`config.mk`:
```
export PLATFORM = sky130hd
export DESIGN_NAME = adc_offset_and_mode_config_regs
export DESIGN_NICKNAME = d
export VERILOG_FILES = /design/src/hw/adc_cfg_pkg.sv /design/src/hw/adc_offset_and_mode_config_regs.sv /design/src/hw/offset_loop.sv
export SDC_FILE = /design/constraint.sdc
export NUM_CORES = 1
export LEC_CHECK = 0
export BUFFER_PORTS_ARGS = -buffer_cell sky130_fd_sc_hd__buf_2
export CORE_MARGIN = 2
export CORE_UTILIZATION = 35
export DETAILED_ROUTE_END_ITERATION = 8
export PLACE_DENSITY_LB_ADDON = 0.12
export REMOVE_ABC_BUFFERS = 1
export SYNTH_ARGS = -nofsm -noshare
export SYNTH_HDL_FRONTEND = slang
export SYNTH_HIERARCHICAL = 1
export SYNTH_SLANG_ARGS = --single-unit
```
`constraint.sdc`:
```
create_clock -name mclk -period 10 [get_ports mclk]
set_input_delay 1 -clock mclk [delete_from_list [all_inputs] [get_ports mclk]]
set_output_delay 1 -clock mclk [all_outputs]
set_load 0.03 [all_outputs]
```
`src/hw/adc_cfg_pkg.sv`:
```
// Register map, field layout and loop constants for the converter config tail
package adc_cfg_pkg;
  localparam int DATA_W = 12;
  localparam int REG_W = 8;
  localparam int NREG = 13;
  localparam int IDX_W = 8;
  localparam int ADDR_W = 12;
  localparam int FRAC_W = 16;
  // Register indices as printed; byte address is four times the index
  localparam logic [IDX_W-1:0] IDX_PERF_TUNE_A = 8'h02;
  localparam logic [IDX_W-1:0] IDX_OFFSET_LOOP_EN = 8'h3d;
  localparam logic [IDX_W-1:0] IDX_DIGITAL_EN = 8'h42;
  localparam logic [IDX_W-1:0] IDX_FAST_INPUT_A = 8'h58;
  localparam logic [IDX_W-1:0] IDX_CHAN_A_PEDESTAL_CFG = 8'hbf;
  localparam logic [IDX_W-1:0] IDX_CHAN_B_PEDESTAL_CFG = 8'hc1;
  localparam logic [IDX_W-1:0] IDX_OFFSET_LOOP_CFG = 8'hcf;
  localparam logic [IDX_W-1:0] IDX_PERF_TUNE_B = 8'hd5;
  localparam logic [IDX_W-1:0] IDX_PERF_TUNE_C = 8'hd7;
  localparam logic [IDX_W-1:0] IDX_PERF_TUNE_D_SLOW_B = 8'hdb;
  localparam logic [IDX_W-1:0] IDX_SLOW_MODE_MASTER = 8'hef;
  localparam logic [IDX_W-1:0] IDX_SWING_CTRL_ENABLE = 8'hf1;
  localparam logic [IDX_W-1:0] IDX_SLOW_MODE_CHAN_A = 8'hf2;
  // Storage slots
  localparam int S_PERF_A = 0;
  localparam int S_LOOP_EN = 1;
  localparam int S_DIG_EN = 2;
  localparam int S_FAST_A = 3;
  localparam int S_PED_A = 4;
  localparam int S_PED_B = 5;
  localparam int S_LOOP_CFG = 6;
  localparam int S_PERF_B = 7;
  localparam int S_PERF_C = 8;
  localparam int S_PERF_D = 9;
  localparam int S_SLOW_M = 10;
  localparam int S_SWING = 11;
  localparam int S_SLOW_A = 12;
  localparam logic [REG_W-1:0] REG_RESET = 8'h00;
  // Writable bits per slot; all other bits hold zero
  localparam logic [NREG-1:0][REG_W-1:0] REG_MASK = {
    8'h08, 8'h03, 8'h10, 8'h21, 8'h0c, 8'h18, 8'hbc, 8'hf0, 8'hf0, 8'h01, 8'h08, 8'h20, 8'h40};
  // Field positions
  localparam int PED_LSB = 4;
  localparam int PED_W = 4;
  localparam int HOLD_BIT = 7;
  localparam int TAU_LSB = 2;
  localparam int TAU_W = 4;
  localparam int LOOP_ON_BIT = 5;
  localparam int DIG_EN_BIT = 3;
  localparam int FAST_A_BIT = 0;
  localparam int SLOW_MASTER_BIT = 4;
  localparam int SLOW_A_BIT = 3;
  localparam int SLOW_B_BIT = 0;
  localparam int SWING_LSB = 0;
  localparam int SWING_W = 2;
  localparam logic [SWING_W-1:0] SWING_ON = 2'h3;
  localparam int PERF3_BIT = 6;
  localparam int PERF4_BIT = 4;
  localparam int PERF5_BIT = 3;
  localparam int PERF6_BIT = 3;
  localparam int PERF7_BIT = 2;
  localparam int PERF8_BIT = 5;
  localparam logic [DATA_W-1:0] MIDCODE = 12'h800;
  localparam logic [1:0] RESP_OKAY = 2'h0;
  localparam logic [1:0] RESP_SLVERR = 2'h2;
endpackage

```
`src/hw/adc_offset_and_mode_config_regs.sv`:
```
// Config register bank with AXI4-Lite access and per-channel offset correction
// Notes on behaviour
// RL1: With correction on, each output converges to midcode plus its pedestal.
// RL2: Pedestal field bits 7..4 is a signed offset, -8 to +7 codes.
// RL3: Pedestal is two's complement: 0111 +7, 0000 zero, 1111 -1, 1000 -8.
// RL4: Channel A pedestal lives at index BFh, channel B at C1h.
// RL5: Hold bit 7 of CFh freezes the estimate; the last one keeps applying.
// RL6: Software keeps correction enabled for the hold bit to mean anything.
// RL7: Loop time constant in sample cycles comes from CFh bits 5..2.
// RL8: Software sets channel A fast input bit above 200 MHz inputs.
// RL9: Low-speed master bit 4 of EFh off forces both channels out of low speed.
// RL10: F2h bit 3 enables channel A low speed, master enable first.
// RL11: DBh bit 0 enables channel B low speed, master enable first.
// RL12: F1h bits 1..0 enable swing control only at 11; 01 and 10 unused.
// RL13: Above 160 MSPS software sets all six performance tuning bits.
// RL14: All registers reset to 00h; unassigned bits are written as zero.
// RL15: Correction runs only while bit 5 of 3Dh is set.
// RL16: Digital functions, correction included, need bit 3 of 42h set.
// RL17: Setting changes take effect only on a sample boundary; the mode outputs follow register writes without waiting for one.
//
// Implementation choice: the AXI4-Lite register port.
`timescale 1ns/1ps
module adc_offset_and_mode_config_regs import adc_cfg_pkg::*; #(
  parameter int DW = DATA_W
) (
  input wire logic mclk,
  input wire logic rst,
  // AXI4-Lite slave
  input wire logic [ADDR_W-1:0] s_axi_awaddr,
  input wire logic [2:0] s_axi_awprot,
  input wire logic s_axi_awvalid,
  output logic s_axi_awready,
  input wire logic [31:0] s_axi_wdata,
  input wire logic [3:0] s_axi_wstrb,
  input wire logic s_axi_wvalid,
  output logic s_axi_wready,
  output logic [1:0] s_axi_bresp,
  output logic s_axi_bvalid,
  input wire logic s_axi_bready,
  input wire logic [ADDR_W-1:0] s_axi_araddr,
  input wire logic [2:0] s_axi_arprot,
  input wire logic s_axi_arvalid,
  output logic s_axi_arready,
  output logic [31:0] s_axi_rdata,
  output logic [1:0] s_axi_rresp,
  output logic s_axi_rvalid,
  input wire logic s_axi_rready,
  // Converter samples, offset binary, same clock
  input wire logic sampleValid,
  input wire logic [DW-1:0] chanASample,
  input wire logic [DW-1:0] chanBSample,
  output logic [DW-1:0] chanAOut,
  output logic [DW-1:0] chanBOut,
  output logic chanOutValid,
  // Mode levels to the analog side
  output logic slowModeA,
  output logic slowModeB,
  output logic swingCtrlOn,
  output logic fastInputA,
  output logic [5:0] perfTuneBits
);
  typedef struct packed {
    logic [NREG-1:0][REG_W-1:0] regs;
    logic awHeld;
    logic [IDX_W-1:0] awIdx;
    logic awAlign;
    logic wHeld;
    logic [REG_W-1:0] wByte;
    logic wLane0;
    logic bValid;
    logic [1:0] bResp;
    logic rValid;
    logic [31:0] rData;
    logic [1:0] rResp;
    logic slowA;
    logic slowB;
    logic swing;
  } bank_state_type;

  bank_state_type st_r, st_nxt;
  logic wrHit, rdHit, rdOk;
  logic [3:0] wrSlot, rdSlot;
  logic [DW-1:0] outA, outB;
  logic validA, validB;

  // Index to storage slot; shared by read and write decode
  function automatic logic [4:0] slot_of(input logic [IDX_W-1:0] idx);
    case (idx)
      IDX_PERF_TUNE_A: slot_of = {1'b1, 4'(S_PERF_A)};
      IDX_OFFSET_LOOP_EN: slot_of = {1'b1, 4'(S_LOOP_EN)};
      IDX_DIGITAL_EN: slot_of = {1'b1, 4'(S_DIG_EN)};
      IDX_FAST_INPUT_A: slot_of = {1'b1, 4'(S_FAST_A)};
      IDX_CHAN_A_PEDESTAL_CFG: slot_of = {1'b1, 4'(S_PED_A)}; // [RL4]
      IDX_CHAN_B_PEDESTAL_CFG: slot_of = {1'b1, 4'(S_PED_B)}; // [RL4]
      IDX_OFFSET_LOOP_CFG: slot_of = {1'b1, 4'(S_LOOP_CFG)};
      IDX_PERF_TUNE_B: slot_of = {1'b1, 4'(S_PERF_B)};
      IDX_PERF_TUNE_C: slot_of = {1'b1, 4'(S_PERF_C)};
      IDX_PERF_TUNE_D_SLOW_B: slot_of = {1'b1, 4'(S_PERF_D)};
      IDX_SLOW_MODE_MASTER: slot_of = {1'b1, 4'(S_SLOW_M)};
      IDX_SWING_CTRL_ENABLE: slot_of = {1'b1, 4'(S_SWING)};
      IDX_SLOW_MODE_CHAN_A: slot_of = {1'b1, 4'(S_SLOW_A)};
      default: slot_of = 5'h00;
    endcase
  endfunction

  // Write decode from the held address, read decode from the live read address
  always_comb begin
    {wrHit, wrSlot} = slot_of(st_r.awIdx);
    {rdHit, rdSlot} = slot_of(s_axi_araddr[IDX_W+1:2]);
    // Bits above the index must be zero, else the map would repeat every 1 KB
    rdOk = rdHit && (s_axi_araddr[1:0] == 2'h0) && (s_axi_araddr[ADDR_W-1:IDX_W+2] == '0);
  end

  // Write channels accept only while their own word is not held and no response is pending; reads only while no read data is pending
  assign s_axi_awready = !st_r.awHeld && !st_r.bValid;
  assign s_axi_wready = !st_r.wHeld && !st_r.bValid;
  assign s_axi_arready = !st_r.rValid;

  // Bus side: capture, commit, respond
  always_comb begin
    st_nxt = st_r;
    if (s_axi_awvalid && s_axi_awready) begin
      st_nxt.awHeld = 1'b1;
      st_nxt.awIdx = s_axi_awaddr[IDX_W+1:2];
      // Aligned and inside the map; anything else is answered with an error
      st_nxt.awAlign = (s_axi_awaddr[1:0] == 2'h0) && (s_axi_awaddr[ADDR_W-1:IDX_W+2] == '0);
    end
    if (s_axi_wvalid && s_axi_wready) begin
      st_nxt.wHeld = 1'b1;
      st_nxt.wByte = s_axi_wdata[REG_W-1:0];
      st_nxt.wLane0 = s_axi_wstrb[0];
    end
    if (st_r.awHeld && st_r.wHeld) begin
      st_nxt.awHeld = 1'b0;
      st_nxt.wHeld = 1'b0;
      st_nxt.bValid = 1'b1;
      st_nxt.bResp = (wrHit && st_r.awAlign) ? RESP_OKAY : RESP_SLVERR;
      // Only assigned bits store; everything else reads back zero
      if (wrHit && st_r.awAlign && st_r.wLane0) begin
        st_nxt.regs[wrSlot] = st_r.wByte & REG_MASK[wrSlot]; // [RL14]
      end
    end
    if (st_r.bValid && s_axi_bready) begin
      st_nxt.bValid = 1'b0;
    end
    if (s_axi_arvalid && s_axi_arready) begin
      st_nxt.rValid = 1'b1;
      st_nxt.rData = rdOk ? {24'h000000, st_r.regs[rdSlot]} : 32'h00000000;
      st_nxt.rResp = rdOk ? RESP_OKAY : RESP_SLVERR;
    end else if (st_r.rValid && s_axi_rready) begin
      st_nxt.rValid = 1'b0;
    end
    // Low-speed gating: master bit overrides both channel bits
    st_nxt.slowA = st_r.regs[S_SLOW_M][SLOW_MASTER_BIT] && st_r.regs[S_SLOW_A][SLOW_A_BIT]; // [RL9] [RL10]
    st_nxt.slowB = st_r.regs[S_SLOW_M][SLOW_MASTER_BIT] && st_r.regs[S_PERF_D][SLOW_B_BIT]; // [RL9] [RL11]
    // Unused codes 01 and 10 are treated as off
    st_nxt.swing = (st_r.regs[S_SWING][SWING_LSB +: SWING_W] == SWING_ON); // [RL12]
  end

  always_ff @(posedge mclk or posedge rst) begin
    if (rst) begin
      st_r <= '0;
      st_r.regs <= {NREG{REG_RESET}}; // [RL14]
    end else begin
      st_r <= st_nxt;
    end
  end

  // Channel A correction
  offset_loop #(.DW(DW), .FW(FRAC_W)) u_loop_a (
    .mclk(mclk),
    .rst(rst),
    .sampleValid(sampleValid),
    .sampleIn(chanASample),
    .loopOn(st_r.regs[S_LOOP_EN][LOOP_ON_BIT]), // [RL15]
    .digitalOn(st_r.regs[S_DIG_EN][DIG_EN_BIT]), // [RL16]
    .estHold(st_r.regs[S_LOOP_CFG][HOLD_BIT]), // [RL5]
    .tau(st_r.regs[S_LOOP_CFG][TAU_LSB +: TAU_W]), // [RL7]
    .pedestal(st_r.regs[S_PED_A][PED_LSB +: PED_W]), // [RL2]
    .sampleOut(outA),
    .sampleOutValid(validA)
  );

  // Channel B correction shares loop settings, keeps its own pedestal
  offset_loop #(.DW(DW), .FW(FRAC_W)) u_loop_b (
    .mclk(mclk),
    .rst(rst),
    .sampleValid(sampleValid),
    .sampleIn(chanBSample),
    .loopOn(st_r.regs[S_LOOP_EN][LOOP_ON_BIT]),
    .digitalOn(st_r.regs[S_DIG_EN][DIG_EN_BIT]),
    .estHold(st_r.regs[S_LOOP_CFG][HOLD_BIT]),
    .tau(st_r.regs[S_LOOP_CFG][TAU_LSB +: TAU_W]),
    .pedestal(st_r.regs[S_PED_B][PED_LSB +: PED_W]), // [RL4]
    .sampleOut(outB),
    .sampleOutValid(validB)
  );

  // Outputs, all from flip-flops
  assign s_axi_bvalid = st_r.bValid;
  assign s_axi_bresp = st_r.bResp;
  assign s_axi_rvalid = st_r.rValid;
  assign s_axi_rdata = st_r.rData;
  assign s_axi_rresp = st_r.rResp;
  assign chanAOut = outA;
  assign chanBOut = outB;
  assign chanOutValid = validA && validB;
  assign slowModeA = st_r.slowA;
  assign slowModeB = st_r.slowB;
  assign swingCtrlOn = st_r.swing;
  assign fastInputA = st_r.regs[S_FAST_A][FAST_A_BIT];
  // Order: bit 0 is tuning bit 3 through bit 5 is tuning bit 8
  assign perfTuneBits = {st_r.regs[S_PERF_D][PERF8_BIT], st_r.regs[S_PERF_C][PERF7_BIT],
    st_r.regs[S_PERF_C][PERF6_BIT], st_r.regs[S_PERF_B][PERF5_BIT],
    st_r.regs[S_PERF_B][PERF4_BIT], st_r.regs[S_PERF_A][PERF3_BIT]};
endmodule

```
`src/hw/offset_loop.sv`:
```
// One channel of offset estimation and pedestal correction
`timescale 1ns/1ps
module offset_loop import adc_cfg_pkg::*; #(
  parameter int DW = DATA_W,
  parameter int FW = FRAC_W
) (
  input wire logic mclk,
  input wire logic rst,
  input wire logic sampleValid,
  input wire logic [DW-1:0] sampleIn,
  input wire logic loopOn,
  input wire logic digitalOn,
  input wire logic estHold,
  input wire logic [TAU_W-1:0] tau,
  input wire logic [PED_W-1:0] pedestal,
  output logic [DW-1:0] sampleOut,
  output logic sampleOutValid
);
  typedef struct packed {
    logic signed [DW+FW:0] acc;
    logic loopOn;
    logic digitalOn;
    logic hold;
    logic [TAU_W-1:0] tau;
    logic [PED_W-1:0] ped;
    logic [DW-1:0] out;
    logic outValid;
  } loop_state_type;

  loop_state_type st_r, st_nxt;
  logic signed [DW+1:0] centered, est, err, corr;
  logic signed [DW+FW:0] step;

  // Settings are sampled only on a sample strobe so no output mixes old and new
  always_comb begin
    st_nxt = st_r;
    centered = $signed({2'b00, sampleIn}) - $signed({2'b00, MIDCODE});
    est = (DW+2)'(st_r.acc >>> FW);
    err = centered - est;
    // Widen before shifting so the error bits are not lost off the top
    step = ((DW+FW+1)'(err) <<< FW) >>> st_r.tau;
    corr = $signed({2'b00, sampleIn}) - est + (DW+2)'($signed(st_r.ped)); // [RL1] [RL2] [RL3]
    st_nxt.outValid = sampleValid;
    if (sampleValid) begin
      st_nxt.loopOn = loopOn; // [RL17]
      st_nxt.digitalOn = digitalOn;
      st_nxt.hold = estHold;
      st_nxt.tau = tau;
      st_nxt.ped = pedestal;
      if (!(st_r.loopOn && st_r.digitalOn)) begin
        // Loop off: estimate restarts from zero on the next enable
        st_nxt.acc = '0; // [RL15] [RL16]
        st_nxt.out = sampleIn;
      end else begin
        if (!st_r.hold) begin
          st_nxt.acc = st_r.acc + step; // [RL5] [RL7]
        end
        // Saturate rather than wrap: a wrap would flip full scale to zero
        if (corr < 0) begin
          st_nxt.out = '0;
        end else if (corr > $signed({2'b00, {DW{1'b1}}})) begin
          st_nxt.out = '1;
        end else begin
          st_nxt.out = DW'(corr);
        end
      end
    end
  end

  always_ff @(posedge mclk or posedge rst) begin
    if (rst) begin
      st_r <= '0;
    end else begin
      st_r <= st_nxt;
    end
  end

  assign sampleOut = st_r.out;
  assign sampleOutValid = st_r.outValid;
endmodule

```
==> metrics.md, run 1 <==
| Metric | Value |
|---|---|
| Area growth syn-to-layout | `11.1%` |
| DR iter-0 viols | `925` |
| # setup viols final | `0` |
| Setup ws final | `3.90 ns` |
| Initial antenna violation count | `1` |
| Required @ worst endpoint | `10.43 ns` |
| Chip Height | `234 um` |
| Net load switching power | `1.01 mW` |
| Clock latency on the worst-skew pair | `0.57 ns` |
| # diodes | `0` |
| RSZ-0062 raised after global routing | `false` |
| Reg2Reg Depth | `21` |
| Via count | `14,600` |
| Hold WC Path Type | `register to register` |
| Slew headroom | `29.2%` |
| Post-synthesis sequential area ratio | `32.7%` |
| # DRC | `0` |
| Top-area cell type share of the netlist area | `32.7%` |
| Syn avg cell area | `9.24 um2` |
| Cell accounting for the most synthesized area | `dfrtp_1` |
| IO buf count | `114` |
| Ports | `174` |
| Sw Share | `31.6%` |
| CP Class | `input port to register` |
| Drt total wl | `50,700 um` |
| Final worst hold slack | `0.479 ns` |
| Fillers | `5,332` |
| Die W | `234 um` |
| Final worst path period share | `61.0%` |
| CTS tree | `done` |
| Hold_buf cts | `0` |
| Max FO, Critical Path | `5` |
| Final TNS setup | `0 ns` |
| Synthesized flop and latch total | `243` |
| Remaining Overflow, GRT | `0` |
| Critical Path Source Type | `input port` |
| # Post-CTS Setup Buffers | `0` |
| First-pass GRT wire length | `80,800 um` |
| Status | `finished clean` |
| GP Congestion | `0.882` |
| Yosys warns | `6` |
| Syn Inst Count | `2,012` |
| Internal power component | `2.18 mW` |
| CTS buffer count | `34` |
| Max Clock Freq | `164 MHz` |
| Number of synthesized flops with an enable pin | `0` |
| Clock share of power | `43.9%` |
| Maximum VDD drop | `0.172 mV` |
| Setup Skew | `0.0227 ns` |
| All-Layer GR Usage | `18.6%` |
| Nets | `2,309` |
| Clock sinks | `243` |
| Final core occ | `39.3%` |
| # rows | `84` |
| Number of global-route vias before repair | `14,400` |
| Largest net degree at the start of global routing | `79` |
| DIE AREA | `0.0550 mm2` |
| Critical Path Sink Type | `register` |
| PwrDens | `154 mW/mm2` |
| Clk root buf | `clkbuf_16` |
| HPWL after DPL | `37,100 um` |
| Final hold vios | `0` |
| WL per Instance | `18.3 um` |
| Max_cap viols | `0` |
| # resized after CTS | `0` |
| Clock slew at reported path FFs | `0.06 ns` |
| Hold Crit Depth | `2` |
| Mapped Area | `0.0186 mm2` |
| Leakage | `9.66 nW` |
| Least-Margin Pin Slew | `1.06 ns` |
| Area contributors post-synth | `dfrtp_1, ha_1, mux2_2` |
| Comb pwr share | `21.1%` |
| Worst-case clock buffer depth | `3` |
| Post-synth cell types | `111` |
| Core area | `0.0526 mm2` |
| Antenna Nets Post-Route | `0` |
| Initial core utilization | `35.4%` |
| H-Tree Depth | `2` |
| First drt pass iteration count | `7` |
| Layout cells sized above 1 | `15.4%` |
| Slew Limit Fails | `0` |
| Ys async rst share | `100%` |
| Top FF cell, synth | `dfrtp_1` |
| Setup slack at placement | `3.38 ns` |
| Average via count per standard cell | `5.28` |
| Final Critical Period | `6.10 ns` |
| Sequential power share | `35.0%` |
| Worst EP arrival | `6.53 ns` |
power by group through the flow:
stage / sequential, mW / clock, mW / combinational, mW
detailed placement: 1.13 / 0 / 0.675
global placement: 1.13 / 0 / 0.665
floorplan: 1.14 / 0 / 0.473
finish: 1.12 / 1.40 / 0.672
global route: 1.13 / 1.48 / 0.748
CTS: 1.12 / 1.44 / 0.678
flip-flops by register name, summed over array words and instances (netlist names):
signal                   flops
s_axi_rresp                  1
u_loop_b/sampleOut          12
perfTuneBits                 6
slowModeB                    1
swingCtrlOn                  1
u_loop_a/sampleOut          12
u_loop_a/sampleOutValid      1
u_loop_b/sampleOutValid      1
u_loop_b/est                13
s_axi_rdata                  8
s_axi_rvalid                 1
s_axi_bresp                  1
s_axi_bvalid                 1
slowModeA                    1
st_r                       117
u_loop_b/st_r               26
u_loop_a/est                13
fastInputA                   1
u_loop_a/st_r               26
cell type report:
class                           count  area (um2)  share of cell area [%]
Multi-Input combinational cell   1501       11200                    54.2
Tap cell                          688         861                    4.17
Sequential cell                   243        6080                    29.4
Timing Repair Buffer              127         671                    3.25
Clock inverter                     18         374                    1.81
Clock buffer                       43         935                    4.52
Inverter                          144         546                    2.64
synth_stat cells (all sizes together), types with 6 or more instances:
master	instances
a21oi	105
or3	6
clkbuf	60
nor4	11
and2	87
o21bai	12
or2	9
nand2	144
nor2b	32
nand2b	13
and4	6
o21a	13
mux4	6
o21ai	154
nor2	123
and3	12
a31oi	16
nand3	35
inv	142
a221oi	10
o221ai	11
ha	132
a211oi	25
fa	28
a22o	36
mux2i	64
nor3	33
xnor2	58
o22ai	12
a2111oi	6
dfrtp	243
o31ai	17
nand4	12
mux2	64
xor2	35
o221a	6
a21o	38
o211ai	17
buf	88
kinds of logic (layout without fill, tap and decap cells):
group           after synthesis  in the layout  share of synthesized area (%)
other cells                   1             26                         0.0202
xor+xnor                     93             93                           4.48
buf+inv                     293            332                           7.74
simple gates                547            547                           15.2
compound gates              541            541                           19.9
mux                         134            134                           8.05
flops                       243            243                           32.7
fa+ha+maj                   160            160                           11.9
metal layers:
metal  share of wire (%)  track usage [%]  up-vias
met2                  45             29.3      233
li1                    -                -     7190
met4                 2.3             5.33        0
met5                   0                0        -
met1                  49             26.3     7117
met3                 3.7             2.86       63
cells in the final DEF, fill, tap and decap left out, types with 8 or more instances in the layout:
master,synthesis,routed
fa_1,28,28
dfrtp_1,243,243
o31ai_1,16,16
nor3_1,30,29
and3_1,11,11
nor2b_1,32,32
o21ai_1,11,11
a21o_1,33,33
buf_4,66,14
a31oi_1,15,15
o22ai_1,12,12
ha_1,132,132
o21bai_1,12,12
a22o_1,35,35
o21a_1,13,13
buf_2,15,113
clkbuf_16,0,34
o21ai_0,142,142
a21oi_1,100,100
nand2b_1,13,13
bufinv_16,0,8
xor2_1,35,35
a221oi_1,10,10
nand3_1,34,34
and2_1,82,82
nand4_1,10,10
nor2_1,123,123
mux2_2,64,64
nor4_1,9,9
a211oi_1,24,24
or2_2,8,8
o211ai_1,17,17
conb_1,1,26
xnor2_1,57,57
inv_1,140,137
mux2i_1,64,64
o221ai_1,11,11
nand2_1,142,142
per-stage QoR:
step | area [um2] | power, mW | std cells
final | 20700 | 3.19 | 2764
after global placement | 19300 | 1.80 | 2703
after detailed placement | 19300 | 1.81 | 2703
after CTS | 20700 | 3.24 | 2764
after global routing | 20700 | 3.36 | 2764
after floorplan | 17800 | 1.61 | 1888
worst max-delay path: stages:
cell,delay (ns)
buf_2,0.13
ha_1,0.30
ha_1,0.22
fa_1,0.47
a21oi_1,0.15
o21bai_1,0.12
a211oi_1,0.31
o21ai_1,0.14
a21o_2,0.22
and2_2,0.20
mux4_2,0.49
mux2i_1,0.24
a21oi_1,0.15
ha_1,0.38
a21o_1,0.20
a221oi_1,0.30
o21ai_0,0.13
a31o_1,0.22
a41o_1,0.33
o21ai_1,0.23
o31a_2,0.21
xnor2_1,0.06
a221o_1,0.32
path summary, 6_finish.rpt:
kind                       slack (ns)                        start                            to
setup / recovery                 3.90               chanBSample[1]  u_loop_b/est[12]$_DFFE_PP0P_
hold / removal                   0.48   s_axi_bresp[1]$_DFFE_PP0P_    s_axi_bresp[1]$_DFFE_PP0P_
setup reg to reg                 4.00  u_loop_a/est[1]$_DFFE_PP0P_  u_loop_a/est[12]$_DFFE_PP0P_
hold reg to reg                  0.48   s_axi_bresp[1]$_DFFE_PP0P_    s_axi_bresp[1]$_DFFE_PP0P_
max in group asynchronous        8.00                          rst          st_r[52]$_DFFE_PP0P_
min in group asynchronous        0.58                          rst         st_r[106]$_DFFE_PP0P_
(Power assumes the default switching activity.)
==> inputs of run 2 (changes only) <==
==> constraint.sdc (replaced) <==
create_clock -name mclk -period 5.6 [get_ports mclk]
set_input_delay 0.56 -clock mclk [delete_from_list [all_inputs] [get_ports mclk]]
set_output_delay 0.56 -clock mclk [all_outputs]
set_load 0.03 [all_outputs]
==> metrics.md, run 2 (synthesis results as in run 1) <==
| Metric | Value |
|---|---|
| Leakage | `10.3 nW (+6.4%)` |
| Via count | `15,200 (+3.9%)` |
| Slew headroom | `30.2% (+0.95 points)` |
| DR iter-0 viols | `920 (-0.54%)` |
| Commonest non-fill, non-tap cell in the layout | `dfrtp_1` |
| First drt pass iteration count | `8 (+1)` |
| Required @ worst endpoint | `6.08 ns (-4.35 ns)` |
| # diodes | `0 (unchanged)` |
| Final Critical Period | `5.33 ns` |
| Worst-case clock buffer depth | `3 (unchanged)` |
| WL per Instance | `18.0 um (-1.8%)` |
| Drt total wl | `52,200 um (+3.0%)` |
| Ports | `174 (unchanged)` |
| Clock latency on the worst-skew pair | `0.60 ns (+0.03 ns)` |
| Most flop-heavy register | `st_r` |
| # DRC | `0 (unchanged)` |
| Slew Limit Fails | `0 (unchanged)` |
| Max FO, Critical Path | `4 (-1)` |
| # rows | `84 (unchanged)` |
| Most frequent cells in the layout | `dfrtp_1, buf_4, nand2_1` |
| Core area | `0.0526 mm2 (unchanged)` |
| Regs by FF count | `st_r: 117 flops, u_loop_a/st_r: 26 flops, u_loop_b/st_r: 26 flops` |
| Max_cap viols | `0 (unchanged)` |
| Clk root buf | `clkbuf_16` |
| Setup slack at placement | `-0.326 ns (-3.70 ns)` |
| Worst EP arrival | `5.81 ns (-0.72 ns)` |
| Chip Height | `234 um (unchanged)` |
| H-Tree Depth | `1 (-1)` |
| CTS tree | `done` |
| Placed Instances | `2,834 (+4.8%)` |
| DIE AREA | `0.0550 mm2 (unchanged)` |
| Die W | `234 um (unchanged)` |
| Largest net degree at the start of global routing | `90 (+14%)` |
| Critical Path Sink Type | `register` |
| Initial antenna violation count | `1 (unchanged)` |
| Final worst path period share | `95.2%` |
| Nets | `2,444 (+5.8%)` |
| HPWL after DPL | `38,900 um (+4.7%)` |
| Clock sinks | `243 (unchanged)` |
| Status | `finished clean` |
| CP Class | `register to register` |
| First-pass GRT wire length | `83,600 um (+3.4%)` |
| # setup viols final | `0 (unchanged)` |
| All-Layer GR Usage | `19.1% (+0.50 points)` |
| Remaining Overflow, GRT | `0 (unchanged)` |
| Max Clock Freq | `188 MHz` |
| Number of global-route vias before repair | `15,000 (+4.3%)` |
| Hold WC Path Type | `input port to register` |
| Least-Margin Pin Slew | `1.05 ns (-0.0118 ns)` |
| CTS buffer count | `31 (-8.8%)` |
| Reg-to-reg setup timing slack | `0.27 ns (-3.73 ns)` |
| Maximum VDD drop | `0.274 mV (+59%)` |
| Area growth syn-to-layout | `16.3%` |
| Layout cells sized above 1 | `21.7% (+6.3 points)` |
| Average via count per standard cell | `5.23 (-0.91%)` |
| Setup Skew | `0.0115 ns (-0.0112 ns)` |
| Setup ws final | `0.267 ns (-3.63 ns)` |
| Critical Path Source Type | `register` |
| Fillers | `5,341 (+0.17%)` |
| PwrDens | `252 mW/mm2 (+63%)` |
| Antenna Nets Post-Route | `0 (unchanged)` |
| Clock slew at reported path FFs | `0.06 ns (about the same)` |
| Largest register FFs | `117 (unchanged)` |
| Finished Layout Cells | `2,898 (+4.8%)` |
| Initial core utilization | `35.4% (unchanged)` |
| GP Congestion | `0.903 (+2.4%)` |
| Final hold vios | `0 (unchanged)` |
| IO buf count | `114 (unchanged)` |
run 2: final timing paths:
path	startpoint	to	cells after the start
max	u_loop_a/est[1]$_DFFE_PP0P_	u_loop_a/est[12]$_DFFE_PP0P_	22
max reg2reg	u_loop_a/est[1]$_DFFE_PP0P_	u_loop_a/est[12]$_DFFE_PP0P_	22
min	s_axi_bready	s_axi_bvalid$_DFFE_PP0P_	2
max in group asynchronous	rst	st_r[59]$_DFFE_PP0P_	4
min in group asynchronous	rst	u_loop_a/est[0]$_DFFE_PP0P_	3
min reg2reg	u_loop_a/st_r[25]$_DFFE_PP0P_	u_loop_a/st_r[25]$_DFFE_PP0P_	2
run 2: area by class of cell:
| cell class | instances | area, um2 | area share [%] |
|---|---|---|---|
| clock inverters | 13 | 190 | 0.879 |
| multi-input cells | 1501 | 11300 | 52.5 |
| well taps | 688 | 861 | 3.98 |
| flip-flops and latches | 243 | 6080 | 28.1 |
| clock buffers | 44 | 895 | 4.14 |
| inverters | 144 | 546 | 2.52 |
| repair buffers | 265 | 1710 | 7.90 |
run 2: timing repair:
action | CTS | global route
endpoints found under the hold margin | 1 | 0
pin swaps | 0 | 21
hold buffers | 1 | 0
setup buffers | 0 | 6
cloned | 0 | 0
gates resized for setup | 4 | 35
setup endpoints to repair | 2 | 22
run 2: per-layer routing:
metal / up-vias / global-route usage [%] / part of all wire (%)
li1: 7477 / - / -
met1: 7411 / 27.6 / 49
met2: 237 / 30.7 / 46
met3: 44 / 2.12 / 3.4
met4: 2 / 3.83 / 1.6
met5: - / 0 / 0.013
run 2: where the power goes:
part,leakage [nW],internal [mW],switching [mW]
registers,3.28,1.85,0.146
logic,6.46,0.553,0.769
clock network,0.534,1.30,0.835
run 2: worst max-delay path, stage by stage, from the launching register on:
cell	delay, ns
dfrtp_1	0.37
inv_1	0.08
ha_1	0.23
ha_1	0.23
fa_2	0.39
a211oi_4	0.30
o21bai_2	0.13
a21o_1	0.24
a311o_1	0.38
nand2_1	0.08
o21ai_0	0.13
mux2i_1	0.22
a31oi_1	0.13
ha_1	0.41
buf_4	0.14
nand4_4	0.12
nor4_4	0.29
nand3_1	0.11
o211ai_1	0.22
a21oi_2	0.13
o311a_4	0.41
xor2_1	0.14
a311o_1	0.34
run 2: metrics by stage:
stage	instance area, um2	TNS [ns]	hold slack (ns)	total power, mW	utilization (%)
5_1_grt	21600	-0.157	0.129	5.75	41.2
2_1_floorplan	17800	0	0.445	2.87	-
3_3_place_gp	20300	-1.96	0.459	3.31	38.7
3_5_place_dp	20300	-2.48	0.467	3.33	38.7
6_report	21600	0	0.138	5.45	41.2
4_1_cts	21400	0	0.0945	5.51	40.8
